===== config.mk =====
export PLATFORM = sky130hd
export DESIGN_NAME = ihl_ack_hold
export DESIGN_NICKNAME = d
export VERILOG_FILES = /design/src/hdl/ihl_pkg.sv /design/src/hdl/ihl_ack_hold.sv
export SDC_FILE = /design/constraint.sdc
export NUM_CORES = 1
export LEC_CHECK = 0
export BUFFER_PORTS_ARGS = -buffer_cell sky130_fd_sc_hd__buf_2
export CELL_PAD_IN_SITES_DETAIL_PLACEMENT = 0
export CELL_PAD_IN_SITES_GLOBAL_PLACEMENT = 2
export CORE_ASPECT_RATIO = 1.5
export CORE_MARGIN = 5
export CORE_UTILIZATION = 27
export CTS_CLUSTER_DIAMETER = 50
export DETAILED_ROUTE_END_ITERATION = 6
export PLACE_DENSITY_LB_ADDON = 0.1
export RECOVER_POWER = 100
export SLEW_MARGIN = 20
export SYNTH_ARGS = -nofsm -noshare
export SYNTH_HDL_FRONTEND = slang
export SYNTH_SLANG_ARGS = --single-unit

===== constraint.sdc =====
create_clock -name clk_sys -period 3.55 [get_ports clk_sys]
set_input_delay 0.71 -clock clk_sys [delete_from_list [all_inputs] [get_ports clk_sys]]
set_output_delay 0.71 -clock clk_sys [all_outputs]
set_load 0.03 [all_outputs]

===== src/hdl/ihl_pkg.sv =====
/*
 * Package for the interrupt acknowledge hold logic: instruction descriptor,
 * request-group addresses, field widths and the hold-class decode function.
 * Assumes the instruction sequencer presents one descriptor per completed
 * instruction, on the same clock as this block.
 */
// Notes on behaviour
// - hold-class instruction defers acknowledge past next one
// - status word accesses, returns, enable ops hold
// - request, mask, priority flag byte accesses are hold-class
// - software break is never hold-class
// - break entry clears enable; no maskable acknowledge
// - after deferral, save status, PC, then vector
// - priority never affects request flag setting
`default_nettype none
package ihl_pkg;
   // ----------------------------------------------------------------
   // widths
   // ----------------------------------------------------------------
   localparam int unsigned IHL_NSRC = 32;
   localparam int unsigned IHL_SRCW = 5;
   localparam int unsigned IHL_ADRW = 8;
   localparam int unsigned IHL_NFLAGREG = 12;

   // ----------------------------------------------------------------
   // special register addresses of the flag bytes
   // ----------------------------------------------------------------
   localparam logic [IHL_ADRW-1:0] IHL_ADR_REQ0_LO = 8'hE0;
   localparam logic [IHL_ADRW-1:0] IHL_ADR_REQ0_HI = 8'hE1;
   localparam logic [IHL_ADRW-1:0] IHL_ADR_REQ1_LO = 8'hE2;
   localparam logic [IHL_ADRW-1:0] IHL_ADR_REQ1_HI = 8'hE3;
   localparam logic [IHL_ADRW-1:0] IHL_ADR_MSK0_LO = 8'hE4;
   localparam logic [IHL_ADRW-1:0] IHL_ADR_MSK0_HI = 8'hE5;
   localparam logic [IHL_ADRW-1:0] IHL_ADR_MSK1_LO = 8'hE6;
   localparam logic [IHL_ADRW-1:0] IHL_ADR_MSK1_HI = 8'hE7;
   localparam logic [IHL_ADRW-1:0] IHL_ADR_PRI0_LO = 8'hE8;
   localparam logic [IHL_ADRW-1:0] IHL_ADR_PRI0_HI = 8'hE9;
   localparam logic [IHL_ADRW-1:0] IHL_ADR_PRI1_LO = 8'hEA;
   localparam logic [IHL_ADRW-1:0] IHL_ADR_PRI1_HI = 8'hEB;
   localparam logic [IHL_NFLAGREG*IHL_ADRW-1:0] IHL_FLAG_ADRS = {
      IHL_ADR_REQ0_LO, IHL_ADR_REQ0_HI, IHL_ADR_REQ1_LO, IHL_ADR_REQ1_HI,
      IHL_ADR_MSK0_LO, IHL_ADR_MSK0_HI, IHL_ADR_MSK1_LO, IHL_ADR_MSK1_HI,
      IHL_ADR_PRI0_LO, IHL_ADR_PRI0_HI, IHL_ADR_PRI1_LO, IHL_ADR_PRI1_HI};

   localparam logic [IHL_NSRC-1:0] IHL_FLAGS_RST = 32'h0000_0000;
   localparam logic [IHL_SRCW-1:0] IHL_SRC_RST = 5'h00;

   // ----------------------------------------------------------------
   // instruction kinds and descriptor
   // ----------------------------------------------------------------
   typedef enum logic [3:0] {
      IHL_OP_OTHER, IHL_OP_MOV, IHL_OP_BITMOV, IHL_OP_BITLOGIC, IHL_OP_SET1,
      IHL_OP_CLR1, IHL_OP_PUSH, IHL_OP_POP, IHL_OP_BITBRANCH,
      IHL_OP_INTERRUPT_RETURN, IHL_OP_BREAK_RETURN, IHL_OP_GLOBAL_INT_UNMASK,
      IHL_OP_GLOBAL_INT_MASK, IHL_OP_SOFTWARE_BREAK
   } ihl_op_t;

   typedef struct packed {
      ihl_op_t op;
      logic status_operand;
      logic sfr_operand;
      logic [IHL_ADRW-1:0] sfr_addr;
   } ihl_instr_t;

   // ----------------------------------------------------------------
   // hold-class decode
   // ----------------------------------------------------------------
   function automatic logic ihl_is_hold(input ihl_instr_t ins);
      logic flag_reg;
      flag_reg = 1'b0;
      for (int i = 0; i < IHL_NFLAGREG; i++) begin
         if (ins.sfr_addr == IHL_FLAG_ADRS[i*IHL_ADRW +: IHL_ADRW]) begin
            flag_reg = 1'b1;
         end
      end
      unique case (ins.op)
         IHL_OP_SOFTWARE_BREAK: ihl_is_hold = 1'b0;
         IHL_OP_INTERRUPT_RETURN, IHL_OP_BREAK_RETURN,
         IHL_OP_GLOBAL_INT_UNMASK, IHL_OP_GLOBAL_INT_MASK: ihl_is_hold = 1'b1;
         IHL_OP_OTHER: ihl_is_hold = 1'b0;
         default: ihl_is_hold = ins.status_operand
                              | (ins.sfr_operand & flag_reg);
      endcase
   endfunction : ihl_is_hold

   typedef struct packed {
      logic hold;
      logic [IHL_NSRC-1:0] flags;
      logic ack;
      logic [IHL_SRCW-1:0] src;
      logic enable_clear;
   } ihl_state_t;
endpackage : ihl_pkg
`default_nettype wire


===== src/hdl/ihl_ack_hold.sv =====
/*
 * Interrupt acknowledge hold logic: latches request flags, picks the
 * winning unmasked request and acknowledges it at an instruction boundary,
 * except at the end of a hold-class instruction or a software break.
 * Assumes the sequencer pulses instr_done once per completed instruction
 * with its descriptor, and that request pulses come from same-clock logic.
 */
`default_nettype none
module ihl_ack_hold (
   // clock and reset
   input wire logic clk_sys,
   input wire logic arst_n,
   // instruction sequencer
   input wire logic instr_done,
   input wire ihl_pkg::ihl_instr_t instr,
   input wire logic global_interrupt_enable_flag,
   // request sources and flag registers
   input wire logic [ihl_pkg::IHL_NSRC-1:0] irq_pulse,
   input wire logic [ihl_pkg::IHL_NSRC-1:0] mask_flags,
   input wire logic [ihl_pkg::IHL_NSRC-1:0] prio_flags,
   // acknowledge
   output logic [ihl_pkg::IHL_NSRC-1:0] req_flags,
   output logic hold_active,
   output logic ack_valid,
   output logic [ihl_pkg::IHL_SRCW-1:0] ack_src,
   output logic enable_clear
);
   import ihl_pkg::*;

   // ----------------------------------------------------------------
   // state
   // ----------------------------------------------------------------
   ihl_state_t st_r;
   ihl_state_t st_nxt;
   logic hold_now;
   logic is_break;
   logic [IHL_NSRC-1:0] live;
   logic [IHL_NSRC-1:0] hi_live;
   logic [IHL_SRCW-1:0] pick;
   logic any_live;

   function automatic logic [IHL_SRCW-1:0] lowest(input logic [IHL_NSRC-1:0] v);
      lowest = IHL_SRC_RST;
      for (int i = IHL_NSRC - 1; i >= 0; i--) begin
         if (v[i]) begin
            lowest = IHL_SRCW'(i);
         end
      end
   endfunction : lowest

   // ----------------------------------------------------------------
   // selection
   // ----------------------------------------------------------------
   always_comb begin
      hold_now = ihl_is_hold(instr);
      is_break = (instr.op == IHL_OP_SOFTWARE_BREAK);
      live = st_r.flags & ~mask_flags;
      hi_live = live & ~prio_flags;
      any_live = |live;
      pick = (|hi_live) ? lowest(hi_live) : lowest(live);
   end

   always_comb begin
      st_nxt = st_r;
      st_nxt.ack = 1'b0;
      st_nxt.enable_clear = 1'b0;
      if (instr_done) begin
         st_nxt.hold = hold_now;
         if (is_break) begin
            st_nxt.enable_clear = 1'b1;
         end else if (!hold_now && global_interrupt_enable_flag && any_live) begin
            st_nxt.ack = 1'b1;
            st_nxt.src = pick;
            st_nxt.enable_clear = 1'b1;
            st_nxt.flags[pick] = 1'b0;
         end
      end
      st_nxt.flags = st_nxt.flags | irq_pulse;
   end

   always_ff @(posedge clk_sys or negedge arst_n) begin
      if (!arst_n) begin
         st_r <= '{hold: 1'b0, flags: IHL_FLAGS_RST, ack: 1'b0, src: IHL_SRC_RST, enable_clear: 1'b0};
      end else begin
         st_r <= st_nxt;
      end
   end

   assign req_flags = st_r.flags;
   assign hold_active = st_r.hold;
   assign ack_valid = st_r.ack;
   assign ack_src = st_r.src;
   assign enable_clear = st_r.enable_clear;
endmodule : ihl_ack_hold
`default_nettype wire


==> impl_results.md, run 1 <==
* Critical path data required time at 3.66 ns
* Per-cell routed wire length at 18.3 um
* Netlist area before placement at 3210 um^2
* Clock root cell: clkbuf_16
* Post-CTS Setup Repair Bufs at 0
* Clock-pin slew on the worst setup and hold paths at 0.06 ns
* Post-synthesis net count at 500
* Residual antenna-violating net count after detailed routing at 0
* Maximum clock frequency at approximately 330 MHz
* Area added between synthesis and finish at 31.4%
* Detailed-routing iteration count for the pre-antenna-repair pass at 5
* Max Fanout on Critical Path at 17
* Warning count from the yosys run at 0
* Violated checks: capacitance limit, slew limit
* Vias in the first global route at ~3800
* Setup slack at placement at 0.416 ns
* Final Hold Vio Count at 0
* Dpl cells at between 600 and 700
* Met3 Track Usage GR at 2.87%
* Largest net degree at the start of global routing at 41
* Footprint of the multi-input gates at 1990 um^2
* Placement Cell Area at approximately 4200 um^2
* Run status: complete, but fails checks
* DRC violations left at 0
* Syn Area/Cell at 8.31 um^2
* Max IR drop VDD at ~0.00015 V
* Setup crit start kind: input pin
* Core utilization of the finished layout at 36.4%
* Share of the cycle needed by the critical path after routing at 84.4%
* Share of layout cells above drive strength 1 at approximately a quarter
* Setup_tns at 0 ns
* Skew final at 0.00701 ns
* Effective utilization at floorplan at around 28%
* Post-cts sizing count at 0
* Synthesis-stage register bit count at 40
* HPWL after detailed placement at roughly 10000 um
* # setup viols final at 0
* Post-layout net count at roughly 660
* Fill cell instance count of the final layout at between 1000 and 1500
* Most frequent standard cell in the layout excluding fill and tap cells: buf_2
* Total area of sequential cells at 1000 um^2
* Die Height at 144 um
* TritonCTS clock tree: done
* Site Rows at 48
* GR Util All Layers at between 10% and 20%
* Leakage power figure at 1.71 nW
* CP Class: input pin to register
* Worst EP arrival at between 3 and 4 ns
* Most used cells in the layout excluding fill and tap cells: 108 x buf_2, 49 x nor2_1, 43 x clkbuf_1
* Total core area at 11600 um^2
* Post-route non-filler standard cell count at 696
* Skew-Pair Late Insertion Delay at 0.29 ns
* Unrepaired setup endpoints after global routing: false
* Count of antenna diodes in the layout at 0
* Ports placed on the boundary at 154
* # port buffers at ~150
* Horizontal die dimension at 99.0 um
* Final instance area at between 4000 and 5000 um^2
* Class of the most critical hold timing path: register to register
* DRT iter0 DRCs at 120
* Transition time of the tightest slew-check pin at 2.30 ns
* H-tree depth at 2
* Post-cts hold buffer count at 0
* Shortest clock period the worst path allows after layout at 2.99 ns
* Endpoint class of the critical path: register
* Number of standard cells after synthesis at 386
* Max cap viols at 1
* Via count at 3571
* Worst slew margin relative to its limit at -53.1%
* Vias per cell at 5.13
* Distinct cells, synth at 53
* Setup slack on the worst flop-to-flop path at 0.58 ns
* Aggregate global routing overflow at 0
* Total clock buffers created by CTS at 5
* Global-route met2 utilization at between 30 and 40%
* Post-detailed-routing wire length at between 10000 and 15000 um
* Wire length of the first global-routing pass at slightly below 20000 um
* Most Used Layer, Global Route: met2
* Sequential fraction of the synthesis area at 31.2%
* Clock Sinks at 40
* Final worst-path setup slack at around 0.56 ns
* Die Outline Area at 14200 um^2
* Total count of max-transition violations in the final report at 41
* Global Route met1 Usage at 19.0%
* Number of antenna violations at the first check in global routing at 0
* Final RePlAce weighted congestion at 0.861
* Clock Path Buffers at 2
* Power density of the placed cells at 315 nW/um^2
-- sequential cells by signal (all words and copies together), names as in the netlist --
register,cells
req_flags,32
ack_src,5
ack_valid,1
enable_clear,1
hold_active,1
-- report_power, final --
part | total [mW] | internal (mW) | leakage, nW | switching (mW)
clock | 0.467 | 0.277 | 0.0766 | 0.189
combinational | 0.382 | 0.137 | 1.25 | 0.245
sequential | 0.481 | 0.472 | 0.383 | 0.00956
-- layer usage --
metal / vias up / part of all wire [%]
met3: 9 / 5.4
met2: 106 / 55
met4: 0 / 1.6
met5: - / 0
li1: 1780 / -
met1: 1676 / 38
-- layout make-up --
type                            instances  share of cell area (%)
Inverter                               36                    3.20
Clock buffer                            6                    3.29
Tap cell                              150                    4.45
Sequential cell                        40                    23.7
Clock inverter                          2                   0.237
Multi-Input combinational cell        304                    47.3
Timing Repair Buffer                  158                    17.8
-- final timing paths --
check / cells after the start / startpoint / end
setup / recovery: 8 / mask_flags[29] / req_flags[29]
hold / removal: 1 / ack_src[3] / ack_src[3]
setup reg to reg: 7 / req_flags[16] / req_flags[21]
hold reg to reg: 1 / ack_src[3] / ack_src[3]
max in group asynchronous: 1 / arst_n / ack_src[1]
min in group asynchronous: 1 / arst_n / req_flags[9]
-- cells by family after synthesis --
logic type             share of synthesized area, %
DFF                                            31.2
buffers and inverters                          5.61
and+or+nand+nor                                39.5
muxes                                         0.936
AOI/OAI and AO/OA                              22.8
-- worst max-delay path: stages --
cell and delay, ns:
buf_2 0.10, nor3b_1 0.36, a211oi_1 0.12, o31ai_1 0.30, a211oi_1 0.15, nor3_1 0.30
o22a_1 0.83, a41oi_1 0.23
-- per-stage QoR --
stage	total power, mW	hold slack (ns)
floorplan	0.704	0.414
global placement	0.885	0.479
detailed placement	0.886	0.496
CTS	1.36	0.511
global route	1.40	0.534
finish	1.33	0.513
-- Yosys cell counts, drive strengths merged --
cell type | number | area [um^2]
o2111ai | 2 | 17.5
or2 | 2 | 12.5
and2 | 4 | 27.5
o211a | 2 | 20.0
nor2b | 9 | 56.3
nand4b | 1 | 8.76
o22a | 2 | 18.8
a22o | 1 | 10.0
a21o | 1 | 7.51
inv | 36 | 135
o21a | 1 | 7.51
nand2 | 17 | 63.8
o21ai | 12 | 60.1
o32a | 1 | 10.0
and4 | 3 | 26.3
nand4 | 11 | 83.8
nor3 | 18 | 110
o22ai | 5 | 37.5
o211ai | 3 | 27.5
nand4bb | 1 | 16.3
o221a | 1 | 20.0
nand2b | 30 | 188
a311oi | 1 | 8.76
o221ai | 2 | 17.5
or2b | 2 | 17.5
a21oi | 10 | 50.1
dfrtp | 40 | 1000
buf | 6 | 45.0
a22oi | 1 | 7.51
or4 | 5 | 41.3
nand3b | 1 | 7.51
nand3 | 7 | 35.0
mux2 | 2 | 30.0
o311ai | 1 | 8.76
nor3b | 36 | 295
o31ai | 6 | 45.0
or3b | 2 | 17.5
a31oi | 4 | 25.0
nor2 | 49 | 184
a41oi | 32 | 280
a211oi | 7 | 52.6
nor4 | 9 | 75.1
Power figures use the tool's default switching activity.
==> inputs of run 2 (changes only) <==
--- a/config.mk
+++ b/config.mk
@@ -5,12 +5,13 @@
 export SDC_FILE = /design/constraint.sdc
 export NUM_CORES = 1
 export LEC_CHECK = 0
+export ABC_AREA = 1
 export BUFFER_PORTS_ARGS = -buffer_cell sky130_fd_sc_hd__buf_2
 export CELL_PAD_IN_SITES_DETAIL_PLACEMENT = 0
 export CELL_PAD_IN_SITES_GLOBAL_PLACEMENT = 2
 export CORE_ASPECT_RATIO = 1.5
 export CORE_MARGIN = 5
-export CORE_UTILIZATION = 27
+export CORE_UTILIZATION = 20
 export CTS_CLUSTER_DIAMETER = 50
 export DETAILED_ROUTE_END_ITERATION = 6
 export PLACE_DENSITY_LB_ADDON = 0.1
==> constraint.sdc (replaced) <==
create_clock -name clk_sys -period 2.74 [get_ports clk_sys]
set_input_delay 0.548 -clock clk_sys [delete_from_list [all_inputs] [get_ports clk_sys]]
set_output_delay 0.548 -clock clk_sys [all_outputs]
set_load 0.03 [all_outputs]
==> run 2 against run 1 <==
  * The run ends with setup timing left
  * Combinational power grew 52%
  * Sequential share of layout area shrank 4.2 points
  * Core utilization shrank 2.4 points
  * Via count grew 7.4%
  * Largest cell class unchanged
  * Largest power group unchanged
==> impl_results.md, run 2 <==
* Run status: complete, but fails checks
* Violated checks: setup timing
* Core utilization of the finished layout at 34.0% (-2.4 points)
* Warning count from the yosys run at 0 (unchanged)
* Hold worst-path end: req_flags[27]
* Skew final at 0.00462 ns (-0.00239 ns)
* Post-layout net count at 883 (+34%)
* Power density of the placed cells at 356 nW/um^2 (+13%)
* Largest stage delay, worst path at 0.23 ns (-0.60 ns)
* Share of layout cells above drive strength 1 at 36.2% (+10 points)
* Sequential fraction of the synthesis area at 32.7% (+1.5 points)
* Most frequent standard cell in the layout excluding fill and tap cells: nand2_1
* Detailed-routing iteration count for the pre-antenna-repair pass at 4 (-1)
* Setup slack on the worst flop-to-flop path at -0.07 ns (-0.65 ns)
* Via count at 3835 (+7.4%)
* Vias in the first global route at 4068 (+8.2%)
* Clock root cell: clkbuf_16
* Hold Path Depth at 3 (+2)
* Final worst-path setup slack at -0.0731 ns (-0.629 ns)
* Largest register FFs at 32 (unchanged)
* Total core area at 15100 um^2 (+30%)
* Proportion of register bits with asynchronous set or reset after synthesis at 100% (unchanged)
* Aggregate global routing overflow at 0 (unchanged)
* Horizontal die dimension at 111 um (+12%)
* Dpl cells at 951 (+38%)
* Shortest clock period the worst path allows after layout at 2.81 ns
* TritonCTS clock tree: done
* # setup viols final at 32 (+32)
* Area added between synthesis and finish at 67.0%
* Max cap viols at 0 (-1)
* Dominant register cell in the synthesized netlist: dfrtp_1
* Setup slack at placement at -0.492 ns (-0.908 ns)
* Depth of the worst register-to-register path at 37 (+30)
* Final instance area at 5120 um^2 (+21%)
* Number of antenna violations at the first check in global routing at 0 (unchanged)
* Critical path data required time at 2.92 ns (-0.74 ns)
* Most prevalent standard cell on the critical path: nand2_1
* Power share of the sequential group at 34.1% (-2.1 points)
* Worst slew margin relative to its limit at 6.42% (+60 points)
* Number of standard cells after synthesis at 515 (+33%)
* Vias per cell at 3.96 (-23%)
* Netlist area before placement at 3070 um^2 (-4.5%)
* Proportion of netlist area held by the largest area contributor at 32.7% (+1.5 points)
* Worst EP arrival at 2.99 ns (-0.12 ns)
* Post-detailed-routing wire length at 12500 um (-1.7%)
* Destination of the worst register-to-register timing path: req_flags[30]
* Combinational group share of total power at 31.9% (+3.2 points)
* CP max stage cell: or2_4
* DRC violations left at 0 (unchanged)
* Leakage power figure at 3.02 nW (+76%)
* Setup crit start kind: input pin
* Syn Area/Cell at 5.95 um^2 (-28%)
* Class of the most critical hold timing path: input pin to register
* Transition time of the tightest slew-check pin at 1.40 ns (-0.893 ns)
* GR Util All Layers at 13.9% (-3.6 points)
* Max IR drop VDD at 0.000237 V (+56%)
* Worst Path Buf+Inv at 3 (+2)
* Max Fanout on Critical Path at 7 (-10)
* Synthesis-stage register bit count at 40 (unchanged)
* Endpoint class of the critical path: register
* Per-cell routed wire length at 12.9 um (-29%)
* Residual antenna-violating net count after detailed routing at 0 (unchanged)
* Clock Sinks at 40 (unchanged)
* Switching part of the total at 32.3% (-1.0 points)
* RR Startpoint: req_flags[28]
* Final RePlAce weighted congestion at 0.802 (-6.9%)
* CP Class: input pin to register
* # port buffers at 151 (unchanged)
* Synth cell count leaders: 182 x nand2_1, 103 x inv_1, 76 x nor2_1
* Final Hold Vio Count at 0 (unchanged)
* Hold path start: irq_pulse[27]
* Clock network fraction of design power at 34.0% (-1.1 points)
* Skew-Pair Late Insertion Delay at 0.29 ns (about the same)
* Maximum clock frequency at between 300 and 400 MHz
* Total count of max-transition violations in the final report at 0 (-100%)
* Number of synthesized flops with an enable pin at 0 (unchanged)
* Post-route non-filler standard cell count at 969 (+39%)
* Largest net degree at the start of global routing at 25 (-39%)
* Share of the cycle needed by the critical path after routing at 103%
* Dominant cells by area after synthesis: dfrtp_1 33%, nand2_1 22%, inv_1 13%
* Ports placed on the boundary at 154 (unchanged)
* H-tree depth at 2 (unchanged)
* Internal portion of total power at 1.23 mW (+39%)
* Most frequently used cell type in the post-synthesis netlist: nand2_1
* Wire length of the first global-routing pass at 20000 um (+3.6%)
* DRT iter0 DRCs at 76 (-37%)
* Unrepaired setup endpoints after global routing: true
* Post-synthesis net count at 629 (+26%)
* Crit path max-delay family: simple AND/OR/NAND/NOR gates
* Clock-pin slew on the worst setup and hold paths at 0.06 ns (about the same)
* Count of antenna diodes in the layout at 0 (unchanged)
* HPWL after detailed placement at 10500 um (+0.59%)
* Most used cells in the layout excluding fill and tap cells: 177 x nand2_1, 109 x buf_2, 100 x inv_1
* Cell type with the largest total area after synthesis: dfrtp_1
* Distinct cells, synth at 31 (-42%)
* Placement Cell Area at 4740 um^2 (+14%)
* Clock Path Buffers at 2 (unchanged)
* Total clock buffers created by CTS at 5 (unchanged)
* Die Outline Area at 18000 um^2 (+26%)
* Site Rows at 55 (+15%)
* Effective utilization at floorplan at 20.3% (-7.3 points)
* Die Height at 162 um (+13%)
* Sw power at 0.589 mW (+33%)
==> run 2: cell count changes in the layout (fill, tap and decap cells not counted), sizes merged, moves of 8 or more <==
cell	delta
nor3b	-36
inv	+68
nor3	-14
nor2	+28
nor4	-8
nand3	+16
or2	+27
nor2b	-9
buf	+89
nand2b	-30
nand2	+170
a41oi	-32
==> run 2: worst max path at each step <==
stage	slack [ns]	to	startpoint	depth (start not counted)
finish	-0.07	req_flags[30]	mask_flags[28]	37
global route	-0.48	req_flags[20]	req_flags[28]	37
CTS	-0.17	req_flags[30]	req_flags[28]	37
detailed placement	-0.49	req_flags[25]	mask_flags[29]	37
global placement	-0.48	req_flags[25]	mask_flags[29]	37
floorplan	0.01	req_flags[30]	mask_flags[30]	37
==> run 2: area by class of cell <==
cell class              instances  area [um^2]
multi-input cells             367         1810
fillers                      1740         9950
clock buffers                   6          139
flip-flops and latches         40         1000
repair buffers                251         1520
well taps                     199          249
inverters                     104          390
clock inverters                 2         10.0
==> run 2: logic make-up after synthesis <==
group / Yosys count / share of synthesized area (%)
compound gates: 28 / 6.00
buf+inv: 109 / 13.8
flops: 40 / 32.7
simple gates: 338 / 47.6
==> run 2: power by group through the flow <==
stage / sequential, mW / combinational [mW] / clock [mW]
6_report: 0.621 / 0.581 / 0.620
2_1_floorplan: 0.667 / 0.218 / 0
4_1_cts: 0.621 / 0.569 / 0.655
5_1_grt: 0.623 / 0.650 / 0.671
3_3_place_gp: 0.632 / 0.529 / 0
3_5_place_dp: 0.632 / 0.530 / 0
==> run 2: what timing repair did <==
item | 4_1_cts | 5_1_grt
gates cloned | 1 | 0
hold buffers | 0 | 0
endpoints found under the setup margin | 33 | 34
pin swaps | 3 | 5
setup buffers | 2 | 7
resized for setup | 18 | 22
==> run 2: tightest hold or removal path: cells and delay by family <==
| kind | cells | cell delay [ns] |
|---|---|---|
| buffers and inverters | 2 | 0.10 |
| AND/OR/NAND/NOR | 1 | 0.05 |
==> run 2: layer usage <==
metal | vias up | global-route usage [%] | wire, um
met1 | 1672 | 15.7 | 4990
met4 | 0 | 2.82 | 104
met2 | 90 | 27.0 | 6880
met5 | - | 0 | 0
met3 | 6 | 2.55 | 548
li1 | 2067 | - | -
==> run 2: stage by stage <==
| step | total power [mW] | hold WS [ns] | TNS, ns |
|---|---|---|---|
| 2_1_floorplan | 0.885 | 0.252 | 0 |
| 3_3_place_gp | 1.16 | 0.470 | -14.92 |
| 3_5_place_dp | 1.16 | 0.482 | -14.72 |
| 4_1_cts | 1.84 | 0.274 | -4.41 |
| 5_1_grt | 1.94 | 0.436 | -13.90 |
| 6_report | 1.82 | 0.442 | -1.30 |
